**src/inc/lcp_pkg.sv**
```systemverilog
// Constants, types and register map for the cache and DRAM pin controller.
//
// Operation
// - Cache off: shared lines carry DRAM address bits 11 to 4 only.
// - Cache on: shared lines carry address with tag enable high, tag data when low.
// - Tag output enable stays high during every DRAM access.
// - Tag write enable low on burst fill and on 7+1 write hit to a clean line.
// - Cache on: cache output enable asserted at the start of every memory read.
// - Read that misses drops cache output enable at the next clock edge.
// - Active-low byte write enable writes selected bytes into cache SRAM.
// - Active-low global write writes the full 32-bit word into the cache.
// - Active-low advance steps the burst SRAM address counter.
// - DRAM write strobe low performs a DRAM write.
// - EDO DRAM: write strobe pulses low to end a read cycle.
// - DRAM write strobe held high during every refresh.
// - Four active-low row strobes, strobe n serves bank n.
// - Four active-low column strobes, one per byte lane.
// - Low address pins are straps while power-good low, address after reset out falls.
// - Strap bit 0 high enables keyboard controller, strap bit 1 enables clock.
// - System reset output is high while power-good is low, registered one host clock behind it.
// - Power-good low puts the internal logic in a known state.
// - All cache and DRAM outputs are sequenced on the host clock.
package lcp_pkg;

  localparam int AXI_AW = 8;
  localparam logic [7:0] REG_CTRL = 8'h00;
  localparam logic [7:0] REG_STAT = 8'h04;
  localparam logic [1:0] RESP_OKAY = 2'h0;
  localparam logic [1:0] RESP_SLVERR = 2'h2;

  localparam int CTRL_W = 4;
  localparam int CTRL_CACHE_EN = 0;
  localparam int CTRL_TAG71 = 1;
  localparam int CTRL_EDO = 2;
  localparam int CTRL_TAG_VALID = 3;
  localparam logic [3:0] CTRL_RESET = 4'h0;

  localparam int STAT_W = 8;
  localparam int STAT_HIT = 4;
  localparam int STAT_BUSY = 5;

  localparam int STRAP_KBC = 0;
  localparam int STRAP_RTC = 1;
  localparam logic [3:0] STRAP_RESET = 4'hF;

  localparam int TAG_LO = 19;
  localparam int DIRTY_BIT = 7;
  localparam int BANK_LO = 22;
  localparam int ROW_LO = 10;
  localparam int COL_LO = 2;

  localparam logic [2:0] ROW_WAIT = 3'h1;
  localparam logic [2:0] COL_WAIT = 3'h1;
  localparam logic [2:0] REF_WAIT = 3'h3;
  localparam logic [2:0] BURST_LAST = 3'h3;
  localparam logic [11:0] REF_ROW_RESET = 12'h000;

  typedef enum {ST_IDLE, ST_TAG, ST_HIT_RD, ST_HIT_WR, ST_ROW, ST_COL, ST_END, ST_FILL, ST_REF} lcp_state_t;

  typedef struct packed {
    logic toe_n;
    logic twe_n;
    logic coe_n;
    logic bwe_n;
    logic gw_n;
    logic adv_n;
    logic mwe_n;
    logic [3:0] ras_n;
    logic [3:0] cas_n;
    logic bus_oe_n;
    logic [7:0] bus;
    logic [3:0] low;
  } lcp_pins_t;

  localparam lcp_pins_t PINS_IDLE = '{toe_n: 1'b1, twe_n: 1'b1, coe_n: 1'b1, bwe_n: 1'b1, gw_n: 1'b1,
    adv_n: 1'b1, mwe_n: 1'b1, ras_n: 4'hF, cas_n: 4'hF, bus_oe_n: 1'b0, bus: 8'h00, low: 4'h0};

endpackage

```
**src/inc/lcp_reg_if.sv**
```systemverilog
// Control and status bundle between the register slave and the pin sequencer.
`timescale 1ns/1ps
`default_nettype none
interface lcp_reg_if;
  import lcp_pkg::*;
  logic [CTRL_W-1:0] ctrl;
  logic [STAT_W-1:0] status;
  modport regs (output ctrl, input status);
  modport core (input ctrl, output status);
endinterface
`default_nettype wire

```
**src/verilog/lcp_axil_regs.sv**
```systemverilog
// AXI4-Lite register slave holding the control word and reading back status.
`timescale 1ns/1ps
`default_nettype none
module lcp_axil_regs
  import lcp_pkg::*;
(
  input wire logic i_clk,
  input wire logic i_rst_b,
  input wire logic i_awvalid,
  output logic o_awready,
  input wire logic [AXI_AW-1:0] i_awaddr,
  input wire logic i_wvalid,
  output logic o_wready,
  input wire logic [31:0] i_wdata,
  input wire logic [3:0] i_wstrb,
  output logic o_bvalid,
  input wire logic i_bready,
  output logic [1:0] o_bresp,
  input wire logic i_arvalid,
  output logic o_arready,
  input wire logic [AXI_AW-1:0] i_araddr,
  output logic o_rvalid,
  input wire logic i_rready,
  output logic [31:0] o_rdata,
  output logic [1:0] o_rresp,
  lcp_reg_if.regs rif
);

  function automatic logic reg_mapped(input logic [AXI_AW-1:0] a);
    reg_mapped = (a[AXI_AW-1:2] == REG_CTRL[AXI_AW-1:2]) || (a[AXI_AW-1:2] == REG_STAT[AXI_AW-1:2]);
  endfunction

  logic aw_have_q;
  logic w_have_q;
  logic [AXI_AW-1:0] awaddr_q;
  logic [31:0] wdata_q;
  logic [3:0] wstrb_q;
  logic [CTRL_W-1:0] ctrl_q;
  logic commit;

  assign commit = aw_have_q && w_have_q && !o_bvalid;
  assign rif.ctrl = ctrl_q;

  ////////////////////////////////////////////////////////////////////////////
  // Write channels: address and data are taken in either order.
  always_ff @(posedge i_clk or negedge i_rst_b) begin
    if (!i_rst_b) begin
      aw_have_q <= 1'b0;
      w_have_q <= 1'b0;
      awaddr_q <= '0;
      wdata_q <= '0;
      wstrb_q <= '0;
      o_awready <= 1'b1;
      o_wready <= 1'b1;
      o_bvalid <= 1'b0;
      o_bresp <= RESP_OKAY;
    end else begin
      if (i_awvalid && o_awready) begin
        aw_have_q <= 1'b1;
        awaddr_q <= i_awaddr;
        o_awready <= 1'b0;
      end
      if (i_wvalid && o_wready) begin
        w_have_q <= 1'b1;
        wdata_q <= i_wdata;
        wstrb_q <= i_wstrb;
        o_wready <= 1'b0;
      end
      if (commit) begin
        aw_have_q <= 1'b0;
        w_have_q <= 1'b0;
        o_bvalid <= 1'b1;
        o_bresp <= reg_mapped(awaddr_q) ? RESP_OKAY : RESP_SLVERR;
      end else if (o_bvalid && i_bready) begin
        o_bvalid <= 1'b0;
        o_awready <= 1'b1;
        o_wready <= 1'b1;
      end
    end
  end

  // Status is read-only; a write to it is answered but has no effect.
  always_ff @(posedge i_clk or negedge i_rst_b) begin
    if (!i_rst_b) begin
      ctrl_q <= CTRL_RESET;
    end else if (commit && wstrb_q[0] && awaddr_q[AXI_AW-1:2] == REG_CTRL[AXI_AW-1:2]) begin
      ctrl_q <= wdata_q[CTRL_W-1:0];
    end
  end

  ////////////////////////////////////////////////////////////////////////////
  // Read channel.
  always_ff @(posedge i_clk or negedge i_rst_b) begin
    if (!i_rst_b) begin
      o_arready <= 1'b1;
      o_rvalid <= 1'b0;
      o_rdata <= '0;
      o_rresp <= RESP_OKAY;
    end else if (i_arvalid && o_arready) begin
      o_arready <= 1'b0;
      o_rvalid <= 1'b1;
      o_rresp <= reg_mapped(i_araddr) ? RESP_OKAY : RESP_SLVERR;
      if (i_araddr[AXI_AW-1:2] == REG_CTRL[AXI_AW-1:2]) begin
        o_rdata <= {{(32-CTRL_W){1'b0}}, ctrl_q};
      end else if (i_araddr[AXI_AW-1:2] == REG_STAT[AXI_AW-1:2]) begin
        o_rdata <= {{(32-STAT_W){1'b0}}, rif.status};
      end else begin
        o_rdata <= '0;
      end
    end else if (o_rvalid && i_rready) begin
      o_rvalid <= 1'b0;
      o_arready <= 1'b1;
    end
  end

endmodule // lcp_axil_regs
`default_nettype wire

```
**src/verilog/lcp_pin_ctrl.sv**
```systemverilog
// Cache SRAM, tag RAM and DRAM pin sequencer with strap capture and reset output.
//
// Chosen here: the AXI4-Lite interface to the registers and the placing of the registers.
`timescale 1ns/1ps
`default_nettype none
module lcp_pin_ctrl
  import lcp_pkg::*;
(
  input wire logic I_SYS_CLK,
  input wire logic I_RST_B,
  input wire logic I_PWR_GOOD,
  input wire logic I_AWVALID,
  output logic O_AWREADY,
  input wire logic [AXI_AW-1:0] I_AWADDR,
  input wire logic I_WVALID,
  output logic O_WREADY,
  input wire logic [31:0] I_WDATA,
  input wire logic [3:0] I_WSTRB,
  output logic O_BVALID,
  input wire logic I_BREADY,
  output logic [1:0] O_BRESP,
  input wire logic I_ARVALID,
  output logic O_ARREADY,
  input wire logic [AXI_AW-1:0] I_ARADDR,
  output logic O_RVALID,
  input wire logic I_RREADY,
  output logic [31:0] O_RDATA,
  output logic [1:0] O_RRESP,
  input wire logic I_MEM_REQ,
  input wire logic I_MEM_WE,
  input wire logic [31:0] I_MEM_ADDR,
  input wire logic [3:0] I_MEM_BE,
  input wire logic I_REF_REQ,
  output logic O_MEM_BUSY,
  output logic O_MEM_DONE,
  output logic O_MEM_HIT,
  input wire logic [7:0] I_SHARED_ADDR_TAG,
  output logic [7:0] O_SHARED_ADDR_TAG,
  output logic O_SHARED_ADDR_TAG_OE_N,
  input wire logic [3:0] I_LOW_ADDR_STRAP,
  output logic [3:0] O_LOW_ADDR_STRAP,
  output logic O_LOW_ADDR_STRAP_OE_N,
  output logic O_TAG_OUTPUT_ENABLE_N,
  output logic O_TAG_WRITE_ENABLE_N,
  output logic O_CACHE_OUTPUT_ENABLE_N,
  output logic O_CACHE_BYTE_WRITE_N,
  output logic O_CACHE_GLOBAL_WRITE_N,
  output logic O_BURST_ADVANCE_N,
  output logic O_DRAM_WRITE_STROBE_N,
  output logic [3:0] O_ROW_STROBE_N,
  output logic [3:0] O_COL_STROBE_N,
  output logic O_SYSTEM_RESET_OUT,
  output logic O_KBC_EN,
  output logic O_RTC_EN
);

  ////////////////////////////////////////////////////////////////////////////
  // Address slicing shared by the start of a cycle, a miss and a fill.
  function automatic logic [3:0] bank_sel_n(input logic [31:0] a);
    bank_sel_n = ~(4'h1 << a[BANK_LO +: 2]);
  endfunction

  function automatic logic [11:0] row_addr(input logic [31:0] a);
    row_addr = a[ROW_LO +: 12];
  endfunction

  function automatic logic [11:0] col_addr(input logic [31:0] a);
    col_addr = {4'h0, a[COL_LO +: 8]};
  endfunction

  // In 7+1 mode the top tag bit is the dirty flag, not an address bit.
  function automatic logic [7:0] tag_value(input logic [31:0] a, input logic m71, input logic dirty);
    tag_value = m71 ? {dirty, a[TAG_LO +: 7]} : a[TAG_LO +: 8];
  endfunction

  function automatic logic tag_match(input logic [7:0] tag, input logic [31:0] a, input logic m71, input logic vld);
    logic [7:0] want;
    want = a[TAG_LO +: 8];
    if (m71) begin
      tag_match = vld && (tag[6:0] == want[6:0]);
    end else begin
      tag_match = vld && (tag == want);
    end
  endfunction

  ////////////////////////////////////////////////////////////////////////////
  lcp_reg_if rif ();

  lcp_axil_regs u_regs (
    .i_clk(I_SYS_CLK),
    .i_rst_b(I_RST_B),
    .i_awvalid(I_AWVALID),
    .o_awready(O_AWREADY),
    .i_awaddr(I_AWADDR),
    .i_wvalid(I_WVALID),
    .o_wready(O_WREADY),
    .i_wdata(I_WDATA),
    .i_wstrb(I_WSTRB),
    .o_bvalid(O_BVALID),
    .i_bready(I_BREADY),
    .o_bresp(O_BRESP),
    .i_arvalid(I_ARVALID),
    .o_arready(O_ARREADY),
    .i_araddr(I_ARADDR),
    .o_rvalid(O_RVALID),
    .i_rready(I_RREADY),
    .o_rdata(O_RDATA),
    .o_rresp(O_RRESP),
    .rif(rif)
  );

  logic cache_en;
  logic tag71;
  logic edo;
  logic tag_valid;
  logic hit_w;
  logic take;
  lcp_state_t state_q;
  lcp_pins_t pins_q;
  logic [2:0] cnt_q;
  logic [31:0] addr_q;
  logic we_q;
  logic [3:0] be_q;
  logic [11:0] ref_row_q;
  logic busy_q;
  logic done_q;
  logic hit_q;
  logic sys_rst_q;
  logic low_oe_n_q;
  logic [3:0] strap_q;

  assign cache_en = rif.ctrl[CTRL_CACHE_EN];
  assign tag71 = rif.ctrl[CTRL_TAG71];
  assign edo = rif.ctrl[CTRL_EDO];
  assign tag_valid = rif.ctrl[CTRL_TAG_VALID];
  assign hit_w = tag_match(I_SHARED_ADDR_TAG, addr_q, tag71, tag_valid);
  assign take = I_PWR_GOOD && state_q == ST_IDLE && I_MEM_REQ && !I_REF_REQ;
  assign rif.status = {strap_q[STRAP_RTC], strap_q[STRAP_KBC], busy_q, hit_q, strap_q};

  ////////////////////////////////////////////////////////////////////////////
  // Power-good supervision and strap capture. The straps are sampled on every
  // clock while power-good is low, so the last value before release is kept.
  always_ff @(posedge I_SYS_CLK or negedge I_RST_B) begin
    if (!I_RST_B) begin
      sys_rst_q <= 1'b1;
      low_oe_n_q <= 1'b1;
      strap_q <= STRAP_RESET;
    end else begin
      sys_rst_q <= !I_PWR_GOOD;
      low_oe_n_q <= sys_rst_q || !I_PWR_GOOD;
      if (!I_PWR_GOOD) begin
        strap_q <= I_LOW_ADDR_STRAP;
      end
    end
  end

  ////////////////////////////////////////////////////////////////////////////
  // Memory cycle sequencer. Every pin changes only at a host clock edge.
  always_ff @(posedge I_SYS_CLK or negedge I_RST_B) begin
    if (!I_RST_B) begin
      state_q <= ST_IDLE;
      pins_q <= PINS_IDLE;
      cnt_q <= '0;
      addr_q <= '0;
      we_q <= 1'b0;
      be_q <= '0;
      ref_row_q <= REF_ROW_RESET;
      busy_q <= 1'b0;
      done_q <= 1'b0;
      hit_q <= 1'b0;
    end else if (!I_PWR_GOOD) begin
      state_q <= ST_IDLE;
      pins_q <= PINS_IDLE;
      cnt_q <= '0;
      busy_q <= 1'b0;
      done_q <= 1'b0;
      hit_q <= 1'b0;
    end else begin
      done_q <= 1'b0;
      unique case (state_q)
        ST_IDLE: begin
          if (I_REF_REQ) begin
            // RAS-only refresh of all banks at once.
            state_q <= ST_REF;
            cnt_q <= REF_WAIT;
            busy_q <= 1'b1;
            pins_q.toe_n <= 1'b1;
            pins_q.mwe_n <= 1'b1;
            pins_q.bus_oe_n <= 1'b0;
            {pins_q.bus, pins_q.low} <= ref_row_q;
            pins_q.ras_n <= 4'h0;
          end else if (I_MEM_REQ) begin
            addr_q <= I_MEM_ADDR;
            we_q <= I_MEM_WE;
            be_q <= I_MEM_BE;
            busy_q <= 1'b1;
            if (cache_en) begin
              state_q <= ST_TAG;
              pins_q.bus_oe_n <= 1'b1;
              pins_q.toe_n <= 1'b0;
              pins_q.coe_n <= I_MEM_WE;
            end else begin
              state_q <= ST_ROW;
              cnt_q <= ROW_WAIT;
              pins_q.toe_n <= 1'b1;
              pins_q.bus_oe_n <= 1'b0;
              {pins_q.bus, pins_q.low} <= row_addr(I_MEM_ADDR);
              pins_q.ras_n <= bank_sel_n(I_MEM_ADDR);
            end
          end
        end
        ST_TAG: begin
          // The tag RAM has driven the shared lines for one full cycle.
          pins_q.toe_n <= 1'b1;
          hit_q <= hit_w;
          if (hit_w && !we_q) begin
            state_q <= ST_HIT_RD;
            cnt_q <= BURST_LAST;
            pins_q.adv_n <= 1'b0;
          end else if (hit_w) begin
            state_q <= ST_HIT_WR;
            if (&be_q) begin
              pins_q.gw_n <= 1'b0;
            end else begin
              pins_q.bwe_n <= 1'b0;
            end
            if (tag71 && !I_SHARED_ADDR_TAG[DIRTY_BIT]) begin
              pins_q.twe_n <= 1'b0;
              pins_q.bus <= tag_value(addr_q, 1'b1, 1'b1);
              pins_q.bus_oe_n <= 1'b0;
            end
          end else begin
            state_q <= ST_ROW;
            cnt_q <= ROW_WAIT;
            pins_q.coe_n <= 1'b1;
            pins_q.bus_oe_n <= 1'b0;
            {pins_q.bus, pins_q.low} <= row_addr(addr_q);
            pins_q.ras_n <= bank_sel_n(addr_q);
          end
        end
        ST_HIT_RD: begin
          if (cnt_q == 3'h0) begin
            state_q <= ST_IDLE;
            pins_q <= PINS_IDLE;
            busy_q <= 1'b0;
            done_q <= 1'b1;
          end else begin
            cnt_q <= cnt_q - 3'h1;
          end
        end
        ST_HIT_WR: begin
          state_q <= ST_IDLE;
          pins_q <= PINS_IDLE;
          busy_q <= 1'b0;
          done_q <= 1'b1;
        end
        ST_ROW: begin
          if (cnt_q == 3'h0) begin
            state_q <= ST_COL;
            cnt_q <= COL_WAIT;
            {pins_q.bus, pins_q.low} <= col_addr(addr_q);
            pins_q.cas_n <= ~be_q;
            pins_q.mwe_n <= !we_q;
          end else begin
            cnt_q <= cnt_q - 3'h1;
          end
        end
        ST_COL: begin
          if (cnt_q == 3'h0) begin
            state_q <= ST_END;
            pins_q.ras_n <= 4'hF;
            pins_q.cas_n <= 4'hF;
            pins_q.mwe_n <= !(edo && !we_q);
          end else begin
            cnt_q <= cnt_q - 3'h1;
          end
        end
        ST_END: begin
          pins_q.mwe_n <= 1'b1;
          // A read that reaches DRAM with the cache on was a miss: refill the line.
          if (cache_en && !we_q) begin
            state_q <= ST_FILL;
            cnt_q <= BURST_LAST;
            pins_q.gw_n <= 1'b0;
            pins_q.twe_n <= 1'b0;
            pins_q.bus <= tag_value(addr_q, tag71, 1'b0);
            pins_q.bus_oe_n <= 1'b0;
          end else begin
            state_q <= ST_IDLE;
            pins_q <= PINS_IDLE;
            busy_q <= 1'b0;
            done_q <= 1'b1;
          end
        end
        ST_FILL: begin
          pins_q.twe_n <= 1'b1;
          pins_q.adv_n <= 1'b0;
          if (cnt_q == 3'h0) begin
            state_q <= ST_IDLE;
            pins_q <= PINS_IDLE;
            busy_q <= 1'b0;
            done_q <= 1'b1;
          end else begin
            cnt_q <= cnt_q - 3'h1;
          end
        end
        ST_REF: begin
          if (cnt_q == 3'h0) begin
            state_q <= ST_IDLE;
            pins_q <= PINS_IDLE;
            ref_row_q <= ref_row_q + 12'h001;
            busy_q <= 1'b0;
            done_q <= 1'b1;
          end else begin
            cnt_q <= cnt_q - 3'h1;
          end
        end
      endcase
    end
  end

  ////////////////////////////////////////////////////////////////////////////
  assign O_MEM_BUSY = busy_q;
  assign O_MEM_DONE = done_q;
  assign O_MEM_HIT = hit_q;
  assign O_SHARED_ADDR_TAG = pins_q.bus;
  assign O_SHARED_ADDR_TAG_OE_N = pins_q.bus_oe_n;
  assign O_LOW_ADDR_STRAP = pins_q.low;
  assign O_LOW_ADDR_STRAP_OE_N = low_oe_n_q;
  assign O_TAG_OUTPUT_ENABLE_N = pins_q.toe_n;
  assign O_TAG_WRITE_ENABLE_N = pins_q.twe_n;
  assign O_CACHE_OUTPUT_ENABLE_N = pins_q.coe_n;
  assign O_CACHE_BYTE_WRITE_N = pins_q.bwe_n;
  assign O_CACHE_GLOBAL_WRITE_N = pins_q.gw_n;
  assign O_BURST_ADVANCE_N = pins_q.adv_n;
  assign O_DRAM_WRITE_STROBE_N = pins_q.mwe_n;
  assign O_ROW_STROBE_N = pins_q.ras_n;
  assign O_COL_STROBE_N = pins_q.cas_n;
  assign O_SYSTEM_RESET_OUT = sys_rst_q;
  assign O_KBC_EN = strap_q[STRAP_KBC];
  assign O_RTC_EN = strap_q[STRAP_RTC];
endmodule // lcp_pin_ctrl
`default_nettype wire
```
**config.mk**
```make
export PLATFORM = sky130hd
export DESIGN_NAME = lcp_pin_ctrl
export DESIGN_NICKNAME = d
export VERILOG_FILES = /design/src/inc/lcp_pkg.sv /design/src/inc/lcp_reg_if.sv /design/src/verilog/lcp_axil_regs.sv /design/src/verilog/lcp_pin_ctrl.sv
export SDC_FILE = /design/constraint.sdc
export NUM_CORES = 1
export LEC_CHECK = 0
export ABC_AREA = 1
export BUFFER_PORTS_ARGS = -buffer_cell sky130_fd_sc_hd__buf_2
export CORE_MARGIN = 1.5
export CORE_UTILIZATION = 47
export DETAILED_ROUTE_END_ITERATION = 16
export PLACE_DENSITY_LB_ADDON = 0.08
export SYNTH_ARGS = -nofsm -noshare
export SYNTH_HDL_FRONTEND = slang
export SYNTH_SLANG_ARGS = --single-unit
```
**constraint.sdc**
```tcl
create_clock -name I_SYS_CLK -period 1.7 [get_ports I_SYS_CLK]
set_input_delay 0.255 -clock I_SYS_CLK [delete_from_list [all_inputs] [get_ports I_SYS_CLK]]
set_output_delay 0.255 -clock I_SYS_CLK [all_outputs]
set_load 0.02 [all_outputs]
```
* Word level (Yosys, flattened, before mapping)
Cells that the tools add are included.
Operators by class: add/sub/neg operators 2, equal/unequal tests 45, shift-type cells 2, muxes and demuxes 104, bitwise operators 4, reductions and logical operators 53
Operators with widths (count):
- 32-bit two-way mux | 7
- 32-bit one-hot mux with 7 select lines | 1
- 32-bit by 3-bit == test with 1-bit output (second input constant) | 4
- 28-bit two-way mux | 3
- 12-bit one-hot mux with 7 select lines | 1
- 32-bit by 2-bit == test with 1-bit output (second input constant) | 2
- 3-bit != test (second input constant) | 16
- 1-bit two-way mux | 43
- 13-bit two-way mux | 3
- 3-bit two-way mux | 13
- 4-bit two-way mux | 9
- 32-bit by 1-bit == test with 1-bit output (second input constant) | 1
- 32-bit by 4-bit == test with 1-bit output (second input constant) | 1
- 32-bit logical NOT | 1
- 3-bit one-hot mux with 5 select lines | 2
- 6-bit AND reduction | 5
- 4-bit one-hot mux with 7 select lines | 1
- 9-bit two-way mux | 3
- 9-bit AND reduction | 3
- 12-bit two-way mux | 2
- 8-bit two-way mux | 3
- 8-bit by 2-bit != test with 1-bit output (second input constant) | 3
- 4-bit one-hot mux with 6 select lines | 1
- 4-bit AND reduction | 5
- 35 further kinds | 77
Word-level totals: bits in registers 176, output and inout port bits 76, logic and storage cells 248

* Longest topological paths before layout
Gate-level depths: netlist of run 1.
depth in word-level cells 7, depth in mapped cells 14, gate-level depth less buffers 14

* Cells and area by module
From an unflattened synthesis of run 1, not the netlist that was laid out.
Second synthesis, totals: cell total of the unflattened synthesis 866, area total of the unflattened synthesis 6698.9 µm²
By module, submodules not included:
- lcp_pin_ctrl | instances 1, cells each 680, area an instance 5077.4 µm², sequential area each 2178.3 µm²
- lcp_axil_regs | instances 1, cells each 186, area an instance 1621.6 µm², sequential area each 804.5 µm²

* Least setup slack after synthesis of run 1
Ideal clock, no wire load.
kind flip-flop to flip-flop, start point reg cnt_q[0], end point reg ref_row_q[10], library setup time 120 ps, data arrival time 1688 ps, required time 1580 ps, slack -108 ps, cell stages (with the launch flop) 12, buffers on the path 0, cells stage by stage dfrtp_1 inv_1 ha_1 inv_1 nor2_1 inv_1 nor3_4 nand4_2 nor2_2 nand3_1 o21ai_1 nand2_1
Between the ends: cells in the longest elaborated chain, start to end 2
Ends and longest elaborated chain:
- start: declaration | line lcp_pin_ctrl.sv:120 | logic [2:0] cnt_q;
- start signal: assignment | line lcp_pin_ctrl.sv:248 | cnt_q <= cnt_q - 3'h1;
- start signal: assignment | line lcp_pin_ctrl.sv:265 | cnt_q <= cnt_q - 3'h1;
- start signal: assignment | line lcp_pin_ctrl.sv:275 | cnt_q <= cnt_q - 3'h1;
- 3-bit logical NOT | line lcp_pin_ctrl.sv:308 | if (cnt_q == 3'h0) begin
- 3-bit AND reduction (no source line)
- end signal: assignment | line lcp_pin_ctrl.sv:311 | ref_row_q <= ref_row_q + 12'h001;
- end: declaration | line lcp_pin_ctrl.sv:124 | logic [11:0] ref_row_q;
Every way passes these cells. A chain may end at the register's enable or synchronous reset.

* Final worst setup path of run 1
start point reg cnt_q[0], end point reg state_q[3]
Between the ends: cells in the longest elaborated chain, start to end 3
Ends and longest elaborated chain:
- 3-bit logical NOT *
- 3-bit != test (no source line) or 3-bit by 2-bit != test with 1-bit output (tied branches)
- 4-bit AND reduction (no source line) *
- end signal: assignment | line lcp_pin_ctrl.sv:243 | state_q <= ST_IDLE;
- end signal: assignment | line lcp_pin_ctrl.sv:259 | state_q <= ST_COL;
- end signal: assignment | line lcp_pin_ctrl.sv:270 | state_q <= ST_END;
- end: declaration | line lcp_pin_ctrl.sv:118 | lcp_state_t state_q;
Mark *: on every way between the ends. The rest lies on a longest branch, timed or not.

==> results list, run 1 <==
* Leakage: 4.89 nW
* Multi-input combinational cell area: 3330 µm²
- Net count, final: 1192
* Kind of start point of the critical path: register
- For met2 alone, demand over resource in global routing was 0.404.
- Startpoint of the worst hold path: I_AWVALID
- Across all setup checks in the final design, the least slack found is -0.261 ns.
* Post-placement cell area: 7890 µm²
- The first global-routing pass estimated 29400 µm of wire.
- Met3 Use GR: 0.0623
- Primary FF master, synth: dfrtp_1
* Clock Sink Count: 118
- Number of setup violations in the final report: 50
- After floorplanning, the core was sized to cover 13300 µm².
- The routed design has 18800 µm of wire.
- Clock insertion delay at the later pin of the skew report: 0.42 ns
- Starting density of the core: 0.485
* Final Slew Violations: 0
- Fillers: 1094
- Clock skew on the completed layout was measured at 0.0106 ns.
- The path class of the tightest hold or removal check is in -> reg.
- Entering global routing, the biggest net connects 55 pins.
- Measured along the x axis, the die boundary spans 120 µm.
* Signal arrival time at the worst endpoint: 2.26 ns
- The via count of the first global-routing pass is 5947.
* Number of instances on the worst hold path: 2
- Number of DRC violations after detailed routing: 0
- After synthesis, the share of flip-flops with an asynchronous set or reset is 1.00.
- Detailed placement ended at an HPWL of 13200 µm.
* Fraction of final layout cells with drive strength greater than 1: 0.394
- In this run the critical register-to-register path is captured at state_q[3]$_DFFE_PN0P_.
- In this run the register-to-register setup slack is -0.26 ns.
* Sequential area share after synthesis: 0.462
* Clock tree from TritonCTS: built
* Average cell area after synthesis: 7.66 µm²
- Before antenna repair, the detailed router went through 6 iterations.
* Number of standard-cell rows in the floorplan: 42
- Synthesized flop and latch total: 118
* Post-synthesis cell count: 842
- STA puts the critical path data required time at 2.00 ns.
- The checks that failed: negative setup slack.
- Result of the run: finished with violations
- Crit. End Element: register
- The final hold violation count is 0.
- Reg area: 2990 µm²
* R2R cell count: 11
- Shortest clock period the worst path allows after layout: 1.96 ns
* Ant. Diodes: 0
- No sink is reached through more buffers than the 2 on the longest clock path.
- # Max-Cap Violations: 0
- Clock-pin slew was measured on the worst setup and hold paths at 0.05 ns.
- For this run the aggregate overflow at the end of global routing stands at 0.
- The first routing iteration left 398 violations.
- Class of the most critical setup path: reg -> reg
- The H-tree was split into 4 levels.
- Total die area: 14400 µm²
- Worst vdd ir: 0.00103 V
- On the final layout, the worst hold slack is 0.0111 ns.
- Weighted congestion at the end of routability-driven global placement: 0.969
- Dividing the detail-routed via count by the number of cells gives 4.97.
* Area overhead of the layout relative to synthesis: 42.1%
* Final clock period utilization by the worst path: 1.15
- For this run, global-route usage on met1 was measured as 0.372.
* Number of routed nets with antenna violations: 0
- R2R Path Start: cnt_q[0]$_DFFE_PN0P_
* Clock buffers created by TritonCTS: 17
- With fillers left out, the area of the finished cells amounts to 9170 µm².
- Number of warnings reported in the yosys synthesis log: 0
- Number of port buffers: 118
- Number of distinct library cells after synthesis: 43
- In the final routed layout, each cell accounts on average for 14.9 µm.
- Clock tree synthesis selected as its root buffer the cell clkbuf_16.
- In this run the worst path has a maximum fanout of 5.
* Global route hottest layer: met2
- Vertical extent of the die: 120 µm
- Post-synth EDFFs: 0
* End point of the worst hold path: u_regs.o_awready$_DFF_PN1_
- The detailed router placed 6288 vias in this run.
* Max Freq: 510 MHz
- Power Dens Cells: 1590 nW/µm²
- For this run, the total global-route usage over all layers was measured as 0.263.
* RSZ-0062 raised after global routing: yes
- After synthesis the cells add up to 6450 µm².
- Pin placement for this block handled 187 I/O pins.
- Antenna violations before repair: 0
metrics by stage:
step	TNS [ns]	std cells	total power [mW]	utilization	setup WS, ns
floorplan	-0.0192	867	7.95	-	-0.0192
global placement	-5.42	1215	10.1	0.594	-0.198
detailed placement	-6.29	1215	10.2	0.594	-0.236
CTS	-2.63	1261	14.0	0.663	-0.128
global route	-11.70	1266	15.5	0.690	-0.381
finish	-6.39	1266	14.6	0.690	-0.261
layer usage:
metal,vias to the layer above,wire length (µm)
li1,3112,-
met1,2948,8630
met2,200,8630
met3,28,1240
met4,0,306
met5,-,0
sequential cells by signal (all words and copies together), names as in the netlist, 3 cells and up:
name               cells
cnt_q                  3
be_q                   4
O_SHARED_ADDR_TAG      8
addr_q                25
u_regs.rif.ctrl        4
u_regs.o_rdata         8
O_ROW_STROBE_N         4
u_regs.wdata_q         4
state_q                4
ref_row_q             12
O_LOW_ADDR_STRAP       4
strap_q                4
u_regs.awaddr_q        6
O_COL_STROBE_N         4
critical path, cell delays in order, from the launching register on:
cell and delay (ns):
dfrtp_1 0.38, inv_2 0.09, ha_4 0.13, inv_2 0.04
nor2_4 0.20, nor2_4 0.09, nand2_1 0.14, nand2_2 0.12
nor3_4 0.31, buf_4 0.18, buf_6 0.09, o32ai_2 0.05
cell type report:
cell class / instances / share of cell area
clock buffer: 23 / 0.0521
clock inverter: 8 / 0.00819
inverter: 106 / 0.0445
multi-input combinational: 599 / 0.363
sequential: 118 / 0.326
tap: 176 / 0.0240
timing repair buffer: 236 / 0.182
kinds of logic after synthesis:
logic type	synth area share
xor gates and xnor gates	0.0149
muxes	0.0227
AOI/OAI and AO/OA	0.106
other	0.000581
DFF	0.462
adders and majority gates	0.00582
and+or+nand+nor	0.283
buffers and inverters	0.105
how the worst max path moves through the flow:
stage | start | end | slack, ns | cells after the start
final | cnt_q[0]$_DFFE_PN0P_ | state_q[3]$_DFFE_PN0P_ | -0.26 | 11
after global routing | cnt_q[0]$_DFFE_PN0P_ | state_q[0]$_DFFE_PN0P_ | -0.38 | 12
after CTS | cnt_q[0]$_DFFE_PN0P_ | state_q[0]$_DFFE_PN0P_ | -0.13 | 13
after detailed placement | cnt_q[0]$_DFFE_PN0P_ | O_SHARED_ADDR_TAG[0]$_DFFE_PN0P_ | -0.24 | 13
after global placement | cnt_q[0]$_DFFE_PN0P_ | O_SHARED_ADDR_TAG[4]$_DFFE_PN0P_ | -0.20 | 13
after floorplan | cnt_q[0]$_DFFE_PN0P_ | ref_row_q[10]$_DFFE_PN0P_ | -0.02 | 11
cells in the mapped netlist (4+ instances only):
master / count / area [µm²]
buf_2: 4 / 20.0
buf_4: 28 / 210
nor2_1: 73 / 274
inv_1: 95 / 357
nand3_2: 4 / 40.0
mux2_2: 13 / 146
o21ai_1: 10 / 50.1
nor2_2: 5 / 31.3
dfstp_2: 24 / 631
o21ai_0: 69 / 345
inv_2: 8 / 30.0
nor3_1: 6 / 30.0
nand2_1: 265 / 995
o21bai_1: 5 / 37.5
o211ai_1: 7 / 52.6
clkbuf_1: 11 / 41.3
a21oi_1: 18 / 90.1
xnor2_1: 5 / 43.8
nand3_1: 47 / 235
xor2_1: 6 / 52.6
nor2_4: 5 / 56.3
dfrtp_1: 94 / 2350
a32oi_1: 4 / 35.0
report_power, final:
part | switching [mW] | total [mW] | internal, mW
registers | 0.687 | 4.65 | 3.96
clock network | 1.25 | 3.36 | 2.11
logic | 3.86 | 6.55 | 2.69
layout by cell type, fill, tap and decap left out, types with 24 or more instances in the layout:
cell     synthesis  routed
dfrtp_1         94      92
inv_1           95      84
nand2_2          3      29
buf_2            4     117
dfstp_2         24      24
o21ai_0         69      57
conb_1           1      26
buf_4           28      89
nor2_1          73      50
nand3_1         47      43
nand2_1        265     229
what timing repair did:
action,CTS,global route
buffers inserted,13,9
resized for setup,67,91
endpoints found under the hold margin,19,0
gates cloned,0,2
endpoints found under the setup margin,65,73
hold buffers,2,0
pin swaps,20,34
No activity file was read; power rests on OpenSTA's default activity.
==> run 2: changes to the inputs <==
--- a/config.mk
+++ b/config.mk
@@ -8,7 +8,7 @@
 export ABC_AREA = 1
 export BUFFER_PORTS_ARGS = -buffer_cell sky130_fd_sc_hd__buf_2
 export CORE_MARGIN = 1.5
-export CORE_UTILIZATION = 47
+export CORE_UTILIZATION = 53
 export DETAILED_ROUTE_END_ITERATION = 16
 export PLACE_DENSITY_LB_ADDON = 0.08
 export SYNTH_ARGS = -nofsm -noshare
==> constraint.sdc (replaced) <==
create_clock -name I_SYS_CLK -period 1.9 [get_ports I_SYS_CLK]
set_input_delay 0.285 -clock I_SYS_CLK [delete_from_list [all_inputs] [get_ports I_SYS_CLK]]
set_output_delay 0.285 -clock I_SYS_CLK [all_outputs]
set_load 0.02 [all_outputs]
==> run 2 against run 1 <==
Compared with the run above: the flow still finishes with violations (negative setup slack); clock skew shrank 0.0032 ns; sequential power fell by 10%; sequential share of layout area rose by 1.7 points; largest power group unchanged; routed wire length hardly changed; clock power up 5%; core utilization grew 4.0 points.
==> results list, run 2 (same netlist as run 1, synthesis figures left out) <==
- The slowest stage of the critical path is the dfrtp_2 cell.
* Weighted congestion at the end of routability-driven global placement: 0.958 (-1.1%)
- The routed via count divided by cell count is 5.22 (+5.2%).
- Clock insertion delay at the later pin of the skew report: 0.42 ns (about the same)
- The flip-flop count of the largest register after layout was 25 (unchanged).
- Max Fanout on Critical Path: 6 (+1)
- Result of the run: finished with violations
- Endpoints failing hold: 0 (unchanged)
* Setup TNS after final layout: -0.0393 ns (+6.35 ns)
- The final setup slack of the worst path came to -0.0281 ns (+0.233 ns).
- The number of levels the H-tree was split into was 4 (unchanged).
- The overall global routing resource usage was 0.302 (+0.0393).
- Traced cell by cell, the critical path runs through nor2_4, nand3_4, buf_6, nor3_4, nand4_2, nor2_4, nand3_2, o21ai_2, nand2_1.
- Crit path from: state_q[0]$_DFFE_PN0P_
- The wire length of the first global-routing pass was 29800 µm (+1.3%).
- The clock slew at the register clock pins of the worst setup and hold paths came to 0.06 ns (about the same).
* Final Slew Violations: 0 (unchanged)
- Slew Limit Headroom: 0.658
- Total gr overflow: 0 (unchanged)
- The post-route minimum period is 1.93 ns (-0.0331 ns).
- The cell depth of the worst flop-to-flop path came to 9 (-2).
* Post-route clock skew: 0.00735 ns (-0.00322 ns)
* # Max-Cap Violations: 0 (unchanged)
- Number of violations reported at the end of detailed-routing iteration 0: 436 (+9.5%)
* Worst hold-check path type: in -> reg
- Class of the most critical setup path: reg -> reg
- Half-perimeter wire length after placement: 14000 µm (+5.8%)
* Reg-to-reg slack, setup: -0.03 ns (+0.23 ns)
- The horizontal die dimension is 113 µm (-5.7%).
- First-pass iteration count of the detailed router: 5 (-1)
- The combined buffer and inverter count along the critical path came to 1 (-3).
- Total die area: 12800 µm² (-11%)
- The area of placed instances came to 7690 µm² (-2.6%).
- In this run the most critical hold path is launched from I_AWADDR[6].
- Kind of start point of the critical path: register
- The starting density of the core was 0.539 (+0.0541).
* End of the worst register-to-register path: ref_row_q[10]$_DFFE_PN0P_
- R2R Path Start: state_q[0]$_DFFE_PN0P_
- The count of clock tree sinks was 118 (unchanged).
* RSZ-0062 raised after global routing: yes
* Failing checks: negative setup slack
* Smallest hold slack: 0.0529 ns (+0.0417 ns)
* Power Dens Cells: 1500 nW/µm² (-5.8%)
- Number of routed nets with antenna violations: 0 (unchanged)
- The area growth from synthesis to layout is 35.3%.
- The leakage power was 4.67 nW (-4.6%).
- Worst setup path endpoint: ref_row_q[10]$_DFFE_PN0P_
* Register name with the most flops: addr_q
- The row count is 40 (-4.8%).
- Fillers: 932 (-15%)
* Avg WL per Cell: 15.5 µm (+4.3%)
- Pre-CTS setup slack: -0.159 ns (+0.0772 ns)
- Ant. Diodes: 0 (unchanged)
- The initial antenna violation count was 0 (unchanged).
- The number of vias in the routed layout was 6337 (+0.78%).
- The kind of cell with the highest combined delay along the critical path is simple AND/OR/NAND/NOR gates.
* Clock buffers created by TritonCTS: 17 (unchanged)
* Routed Wire Length: 18800 µm (about the same)
- Final clock period utilization by the worst path: 1.01 (-0.139)
- Final cell area excluding filler cells: 8730 µm² (-4.8%)
- Leaving out fill and tap cells, the most frequent cells in the layout are nand2_1 (249), buf_2 (117), inv_1 (90), dfrtp_1 (89), buf_4 (80).
- Maximum number of pins on one net before global-route repair: 49 (-11%)
- Number of port buffers: 118 (unchanged)
- Total core area: 12000 µm² (-10%)
* Cell depth of the worst setup path: 9 (-2)
* Number of setup violations in the final report: 2 (-96%)
- The maximum root-to-sink buffer count is 2 (unchanged).
- Leaving out fill and tap cells, the most frequent cell in the layout is nand2_1.
- Number of DRC violations after detailed routing: 0 (unchanged)
- Signal arrival time at the worst endpoint: 2.24 ns (-0.02 ns)
- For the pin with the worst max-slew slack, the measured transition is 0.509 ns.
* Boundary Pins: 187 (unchanged)
- Data required time of the worst path: 2.21 ns (+0.21 ns)
* Max Freq: 519 MHz (+1.7%)
- Crit-path max cell delay: 0.48 ns (+0.10 ns)
- Vias in the first global route: 6118 (+2.9%)
- In this design, the critical path's most frequently occurring cell is nor2_4.
- The layout net count came to 1167 (-2.1%).
* Vertical extent of the die: 113 µm (-5.7%)
- In the final layout, the registers with the most flip-flops are addr_q x25, ref_row_q x12.
- Root buf cell: clkbuf_16
* Worst vdd ir: 0.000984 V (-4.8%)
* Fraction of final layout cells with drive strength greater than 1: 0.341 (-0.0531)
* Clock tree from TritonCTS: built
* Crit. End Element: register
* Post-route core utilization: 0.730 (+0.0401)
-- run 2: timing repair --
item                       4_1_cts  5_1_grt
hold buffers                     1        0
pin swaps                        7       24
setup endpoints to repair       30       41
hold endpoints to repair        20        0
gates resized for setup         15       70
cloned                           1        0
buffers inserted                 5        8
-- run 2: worst min path at each step --
stage,end,slack [ns],depth (start not counted)
5_1_grt,u_regs.awaddr_q[6]$_DFFE_PN0P_,0.06,3
2_1_floorplan,O_LOW_ADDR_STRAP[0]$_DFFE_PN0P_,-0.01,0
4_1_cts,u_regs.awaddr_q[6]$_DFFE_PN0P_,0.05,3
6_report,u_regs.awaddr_q[6]$_DFFE_PN0P_,0.05,3
3_3_place_gp,u_regs.o_rvalid$_DFFE_PN0P_,0.26,1
3_5_place_dp,u_regs.o_rvalid$_DFFE_PN0P_,0.28,1
-- run 2: cell type report --
| cell class | instances | area, µm² | share of cell area |
|---|---|---|---|
| Tap cell | 147 | 184 | 0.0211 |
| Clock buffer | 20 | 447 | 0.0512 |
| Timing Repair Buffer | 210 | 1380 | 0.158 |
| Multi-Input combinational cell | 600 | 3130 | 0.359 |
| Sequential cell | 118 | 2990 | 0.343 |
| Inverter | 106 | 400 | 0.0459 |
| Clock inverter | 12 | 201 | 0.0231 |
-- run 2: layer usage --
layer | up-vias | global-route usage | wire, µm
li1 | 3063 | - | -
met2 | 234 | 0.482 | 8750
met5 | - | 0 | 0
met1 | 2998 | 0.405 | 8230
met4 | 0 | 0.113 | 492
met3 | 42 | 0.0696 | 1330
-- run 2: metrics by stage --
stage | total power, mW | instances
global placement | 8.78 | 1167
CTS | 12.7 | 1206
floorplan | 7.07 | 867
global route | 13.9 | 1213
finish | 13.1 | 1213
detailed placement | 8.90 | 1167
-- run 2: tightest hold or removal path, stage by stage --
cell and delay, ns:
buf_2 0.07, nand2_1 0.04, nand2_1 0.04
-- run 2: power by group --
part	internal (mW)	total [mW]	switching [mW]
Sequential	3.54	4.18	0.634
Clock	2.36	3.52	1.16
Combinational	2.11	5.36	3.25
Total	8.01	13.1	5.04
==> run 3: changes to the inputs <==
--- a/config.mk
+++ b/config.mk
@@ -5,11 +5,12 @@
 export SDC_FILE = /design/constraint.sdc
 export NUM_CORES = 1
 export LEC_CHECK = 0
-export ABC_AREA = 1
+export ABC_AREA = 0
 export BUFFER_PORTS_ARGS = -buffer_cell sky130_fd_sc_hd__buf_2
 export CORE_MARGIN = 1.5
-export CORE_UTILIZATION = 53
+export CORE_UTILIZATION = 52
 export DETAILED_ROUTE_END_ITERATION = 16
+export MAX_ROUTING_LAYER = met4
 export PLACE_DENSITY_LB_ADDON = 0.08
 export SYNTH_ARGS = -nofsm -noshare
 export SYNTH_HDL_FRONTEND = slang
==> run 3 against run 2 <==
Compared with the run above: sequential share of layout area decreased by 3.0 points; core utilization increased by 6.5 points; global-route usage increased by 4.6 points; routed wire length increased by 16%; maximum frequency decreased by 12%; final area increased by 9.3%; die area increased by 1.2%; combinational power increased by 29%; hold slack got worse by 0.019 ns; the flow still finishes with violations (negative setup slack); flip-flop and latch count unchanged; register-to-register slack got worse by 0.26 ns; clock power decreased by 6.5%.
==> results list, run 3 <==
- The flow ran to the end, but the final reports show violations.
- The final reports fail on negative setup slack.
* Number of violations reported at the end of detailed-routing iteration 0: 413 (-5.3%)
* Number of instances on the worst hold path: 2 (-1)
* Number of setup violations in the final report: 44 (+42)
* Total core area: 12000 µm² (+0.42%)
- R2R cell count: 8 (-1)
- The total negative slack was -6.52 ns (-6.48 ns).
- Final Worst Setup Slack: -0.288 ns (-0.260 ns)
- The highest net fanout along the worst path was 4 (-2).
- Sequence of cells on the critical path: buf_4, nor2b_2, o31a_1, o21ai_2, a211o_1, buf_6, or2_4, o21ai_1
- R2R Path Start: state_q[0]$_DFFE_PN0P_
- Routed Wire Length: 21800 µm (+16%)
- Post-synthesis cell count: 629 (-25%)
* Total die area: 13000 µm² (+1.2%)
- Worst vdd ir: 0.000978 V (-0.57%)
- Avg WL per Cell: 20.8 µm (+34%)
- The horizontal die dimension is 114 µm (+0.62%).
- Clock tree from TritonCTS: built
- Ant. Diodes: 0 (unchanged)
* End of the worst register-to-register path: O_SHARED_ADDR_TAG[2]$_DFFE_PN0P_
- Final Slew Violations: 0 (unchanged)
- Ratio of routed vias to standard cells: 5.84 (+12%)
- Signal arrival time at the worst endpoint: 2.52 ns (+0.28 ns)
- Summed over all instances, the cell type with the most area after synthesis is dfrtp_1.
- The number of nets with antenna violations after detailed routing is 0 (unchanged).
- Leaving out fill and tap cells, the most frequent cells in the layout are buf_4 (124), buf_2 (117), dfrtp_1 (92), mux2_2 (48), nand2_1 (44).
- Antenna violations before repair: 0 (unchanged)
- Share of synthesized registers carrying an async set or reset: 1.00 (unchanged)
- CTS H-tree lvls: 4 (unchanged)
- Weighted congestion at the end of routability-driven global placement: 0.928 (-3.1%)
- The I/O pin count is 187 (unchanged).
* Top cells by instance count after synthesis: dfrtp_1 (94), mux2_2 (60), nand2_1 (53), o21ai_0 (52), nor2_1 (34)
- Data required time of the worst path: 2.23 ns (+0.02 ns)
- The number of port buffers came to 118 (unchanged).
- The flip-flop count of the largest register after layout came to 25 (unchanged).
- Clock Sink Count: 118 (unchanged)
- The layout net count is 1001 (-14%).
* Sequential area share after synthesis: 0.465 (+0.00298)
- The starting density of the core came to 0.534 (-0.00569).
* Post-route clock skew: 0.0117 ns (+0.00432 ns)
- Number of warnings reported in the yosys synthesis log: 0 (unchanged)
* Most common cell in the netlist: dfrtp_1
- Leakage: 4.51 nW (-3.5%)
- Cells taking the most area after synthesis: dfrtp_1 (37%), mux2_2 (11%), dfstp_2 (9.8%), o21ai_0 (4.1%), nand2_1 (3.1%)
- Endpoints failing hold: 0 (unchanged)
- The number of filler instances in the final layout is 739 (-21%).
- The share of the synthesized area in the top cell type came to 0.367 (+0.00235).
* Synthesized flop and latch total: 118 (unchanged)
- The largest net degree at the start of global routing was 52 (+6.1%).
- The total power divided by cell area is 1500 nW/µm² (+0.59%).
- Compared with the post-synthesis result, the final layout area differs by 48.8%.
- Number of DRC violations after detailed routing: 0 (unchanged)
- The largest registers in the layout are addr_q x25, ref_row_q x12.
- Fraction of final layout cells with drive strength greater than 1: 0.546 (+0.205)
- Half-perimeter wire length after placement: 14600 µm (+4.6%)
- On the critical path, the stage with the largest delay is an instance of dfrtp_1.
- The core occupancy in the finished layout came to 0.794 (+0.0648).
* Number of standard-cell rows in the floorplan: 40 (unchanged)
* Class of the most critical setup path: reg -> reg
* Root buf cell: clkbuf_16
- The post-synthesis area per instance came to 10.2 µm² (+33%).
* Kind of start point of the critical path: register
- The number of buffers created by CTS is 17 (unchanged).
- The clock network latency to the later pin of the worst-skew pair was 0.43 ns (about the same).
- Global-route wire length before repair: 33000 µm (+11%)
* Number of vias in the routed layout: 6111 (-3.6%)
- Vias in the first global route: 6166 (+0.78%)
- The tightest min-delay check is of the in -> reg type.
- # Max-Cap Violations: 0 (unchanged)
- The remaining global-route overflow was 0 (unchanged).
* Crit. End Element: register
- Reg-to-reg slack, setup: -0.29 ns (-0.26 ns)
- Clock input transition at the sequential cells of the worst setup and hold paths: 0.06 ns (about the same)
* Max Freq: 457 MHz (-12%)
* Total standard cell area after synthesis: 6410 µm² (-0.64%)
- Shortest clock period the worst path allows after layout: 2.19 ns (+0.260 ns)
* Final cell area excluding filler cells: 9540 µm² (+9.3%)
- The die height was 114 µm (+0.62%).
- The largest stage delay on the critical path is 0.42 ns (-0.06 ns).
- Setup repair after global routing could not meet its margin everywhere.
- In the synthesized netlist the dominant register cell turns out to be dfrtp_1.
- GRT Util Overall: 0.348 (+0.0460)
- First-pass iteration count of the detailed router: 5 (unchanged)
- The number of distinct library cells after synthesis was 73 (+70%).
- Ranked by flip-flop count, first place goes to addr_q.
* Deepest clock path buffer count: 2 (unchanged)
* Most common cell after layout, fill and taps aside: buf_4
* Final clock period utilization by the worst path: 1.15 (+0.137)
- End point of the worst hold path: u_regs.o_awready$_DFF_PN1_
- Post-synth EDFFs: 0 (unchanged)
* Post-placement cell area: 8010 µm² (+4.2%)
- The worst hold path begins at I_AWVALID.
==> run 3: changes by cell type after synthesis, sizes merged, moves of 26 or more <==
cell	previous run	this run
mux2	13	60
nand2	268	53
inv	104	18
o21ai	79	53
nand3	51	13
nor2	83	34
==> run 3: cell families after synthesis <==
logic type	Yosys count	synth area share
flip-flops	118	0.465
AND/OR/NAND/NOR	173	0.142
AO/OA/AOI/OAI	156	0.160
buffers and inverters	81	0.0656
adder cells (fa/ha/maj)	4	0.00742
other	1	0.000585
XOR/XNOR	20	0.0285
multiplexers	76	0.130
==> run 3: how the worst max path moves through the flow <==
stage                           startpoint                            endpoint  slack [ns]  cells past startpoint
global placement    state_q[3]$_DFFE_PN0P_  O_CACHE_GLOBAL_WRITE_N$_DFFE_PN1P_       -0.27                      6
floorplan           state_q[1]$_DFFE_PN0P_           ref_row_q[11]$_DFFE_PN0P_       -0.33                      7
CTS                 state_q[1]$_DFFE_PN0P_           ref_row_q[11]$_DFFE_PN0P_       -0.23                      6
global route        state_q[1]$_DFFE_PN0P_    O_SHARED_ADDR_TAG[2]$_DFFE_PN0P_       -0.32                      8
finish              state_q[0]$_DFFE_PN0P_    O_SHARED_ADDR_TAG[2]$_DFFE_PN0P_       -0.29                      8
detailed placement  state_q[3]$_DFFE_PN0P_           ref_row_q[11]$_DFFE_PN0P_       -0.31                      6
==> run 3: where the power goes <==
group          internal [mW]  switching (mW)  leakage (nW)
combinational           3.39            3.55          2.78
clock                   2.07            1.23         0.278
sequential              3.47           0.656          1.45
total                   8.93            5.43          4.51
==> run 3: repair_timing <==
action	4_1_cts	5_1_grt
cloned	1	0
setup buffers	18	16
pin swaps	24	39
endpoints found under the hold margin	18	0
gates resized for setup	114	60
setup endpoints to repair	74	79
hold buffers	1	0
==> run 3: area by class of cell <==
| cell class | instances | area [µm²] | area share |
|---|---|---|---|
| timing repair buffer | 277 | 1980 | 0.207 |
| tap | 147 | 184 | 0.0193 |
| inverter | 18 | 67.6 | 0.00708 |
| clock buffer | 21 | 440 | 0.0462 |
| multi-input combinational | 455 | 3730 | 0.391 |
| sequential | 118 | 2990 | 0.313 |
| clock inverter | 11 | 153 | 0.0160 |
==> run 3: metrics by stage <==
stage / setup WS (ns) / total power [mW] / cells / hold WS [ns]
floorplan: -0.326 / 7.23 / 654 / -0.0106
global placement: -0.267 / 9.47 / 986 / 0.239
detailed placement: -0.313 / 9.59 / 986 / 0.250
CTS: -0.232 / 13.7 / 1033 / 0.00896
global route: -0.319 / 15.0 / 1047 / 0.0444
finish: -0.288 / 14.4 / 1047 / 0.0336
==> run 3: critical path, delay by kind of cell (launching register included) <==
family / cells / cell delay (ns)
AOI/OAI and AO/OA: 4 / 0.92
and+or+nand+nor: 2 / 0.42
DFF: 1 / 0.42
buffers and inverters: 2 / 0.35
==> run 3: layer usage <==
| metal | part of all wire | vias up | wire length (µm) | GRT usage |
|---|---|---|---|---|
| met1 | 0.39 | 3008 | 8500 | 0.429 |
| li1 | - | 2738 | - | - |
| met3 | 0.060 | 80 | 1300 | 0.0616 |
| met4 | 0.042 | 0 | 915 | 0.167 |
| met2 | 0.51 | 285 | 11000 | 0.560 |
| met5 | 0 | - | 0 | - |
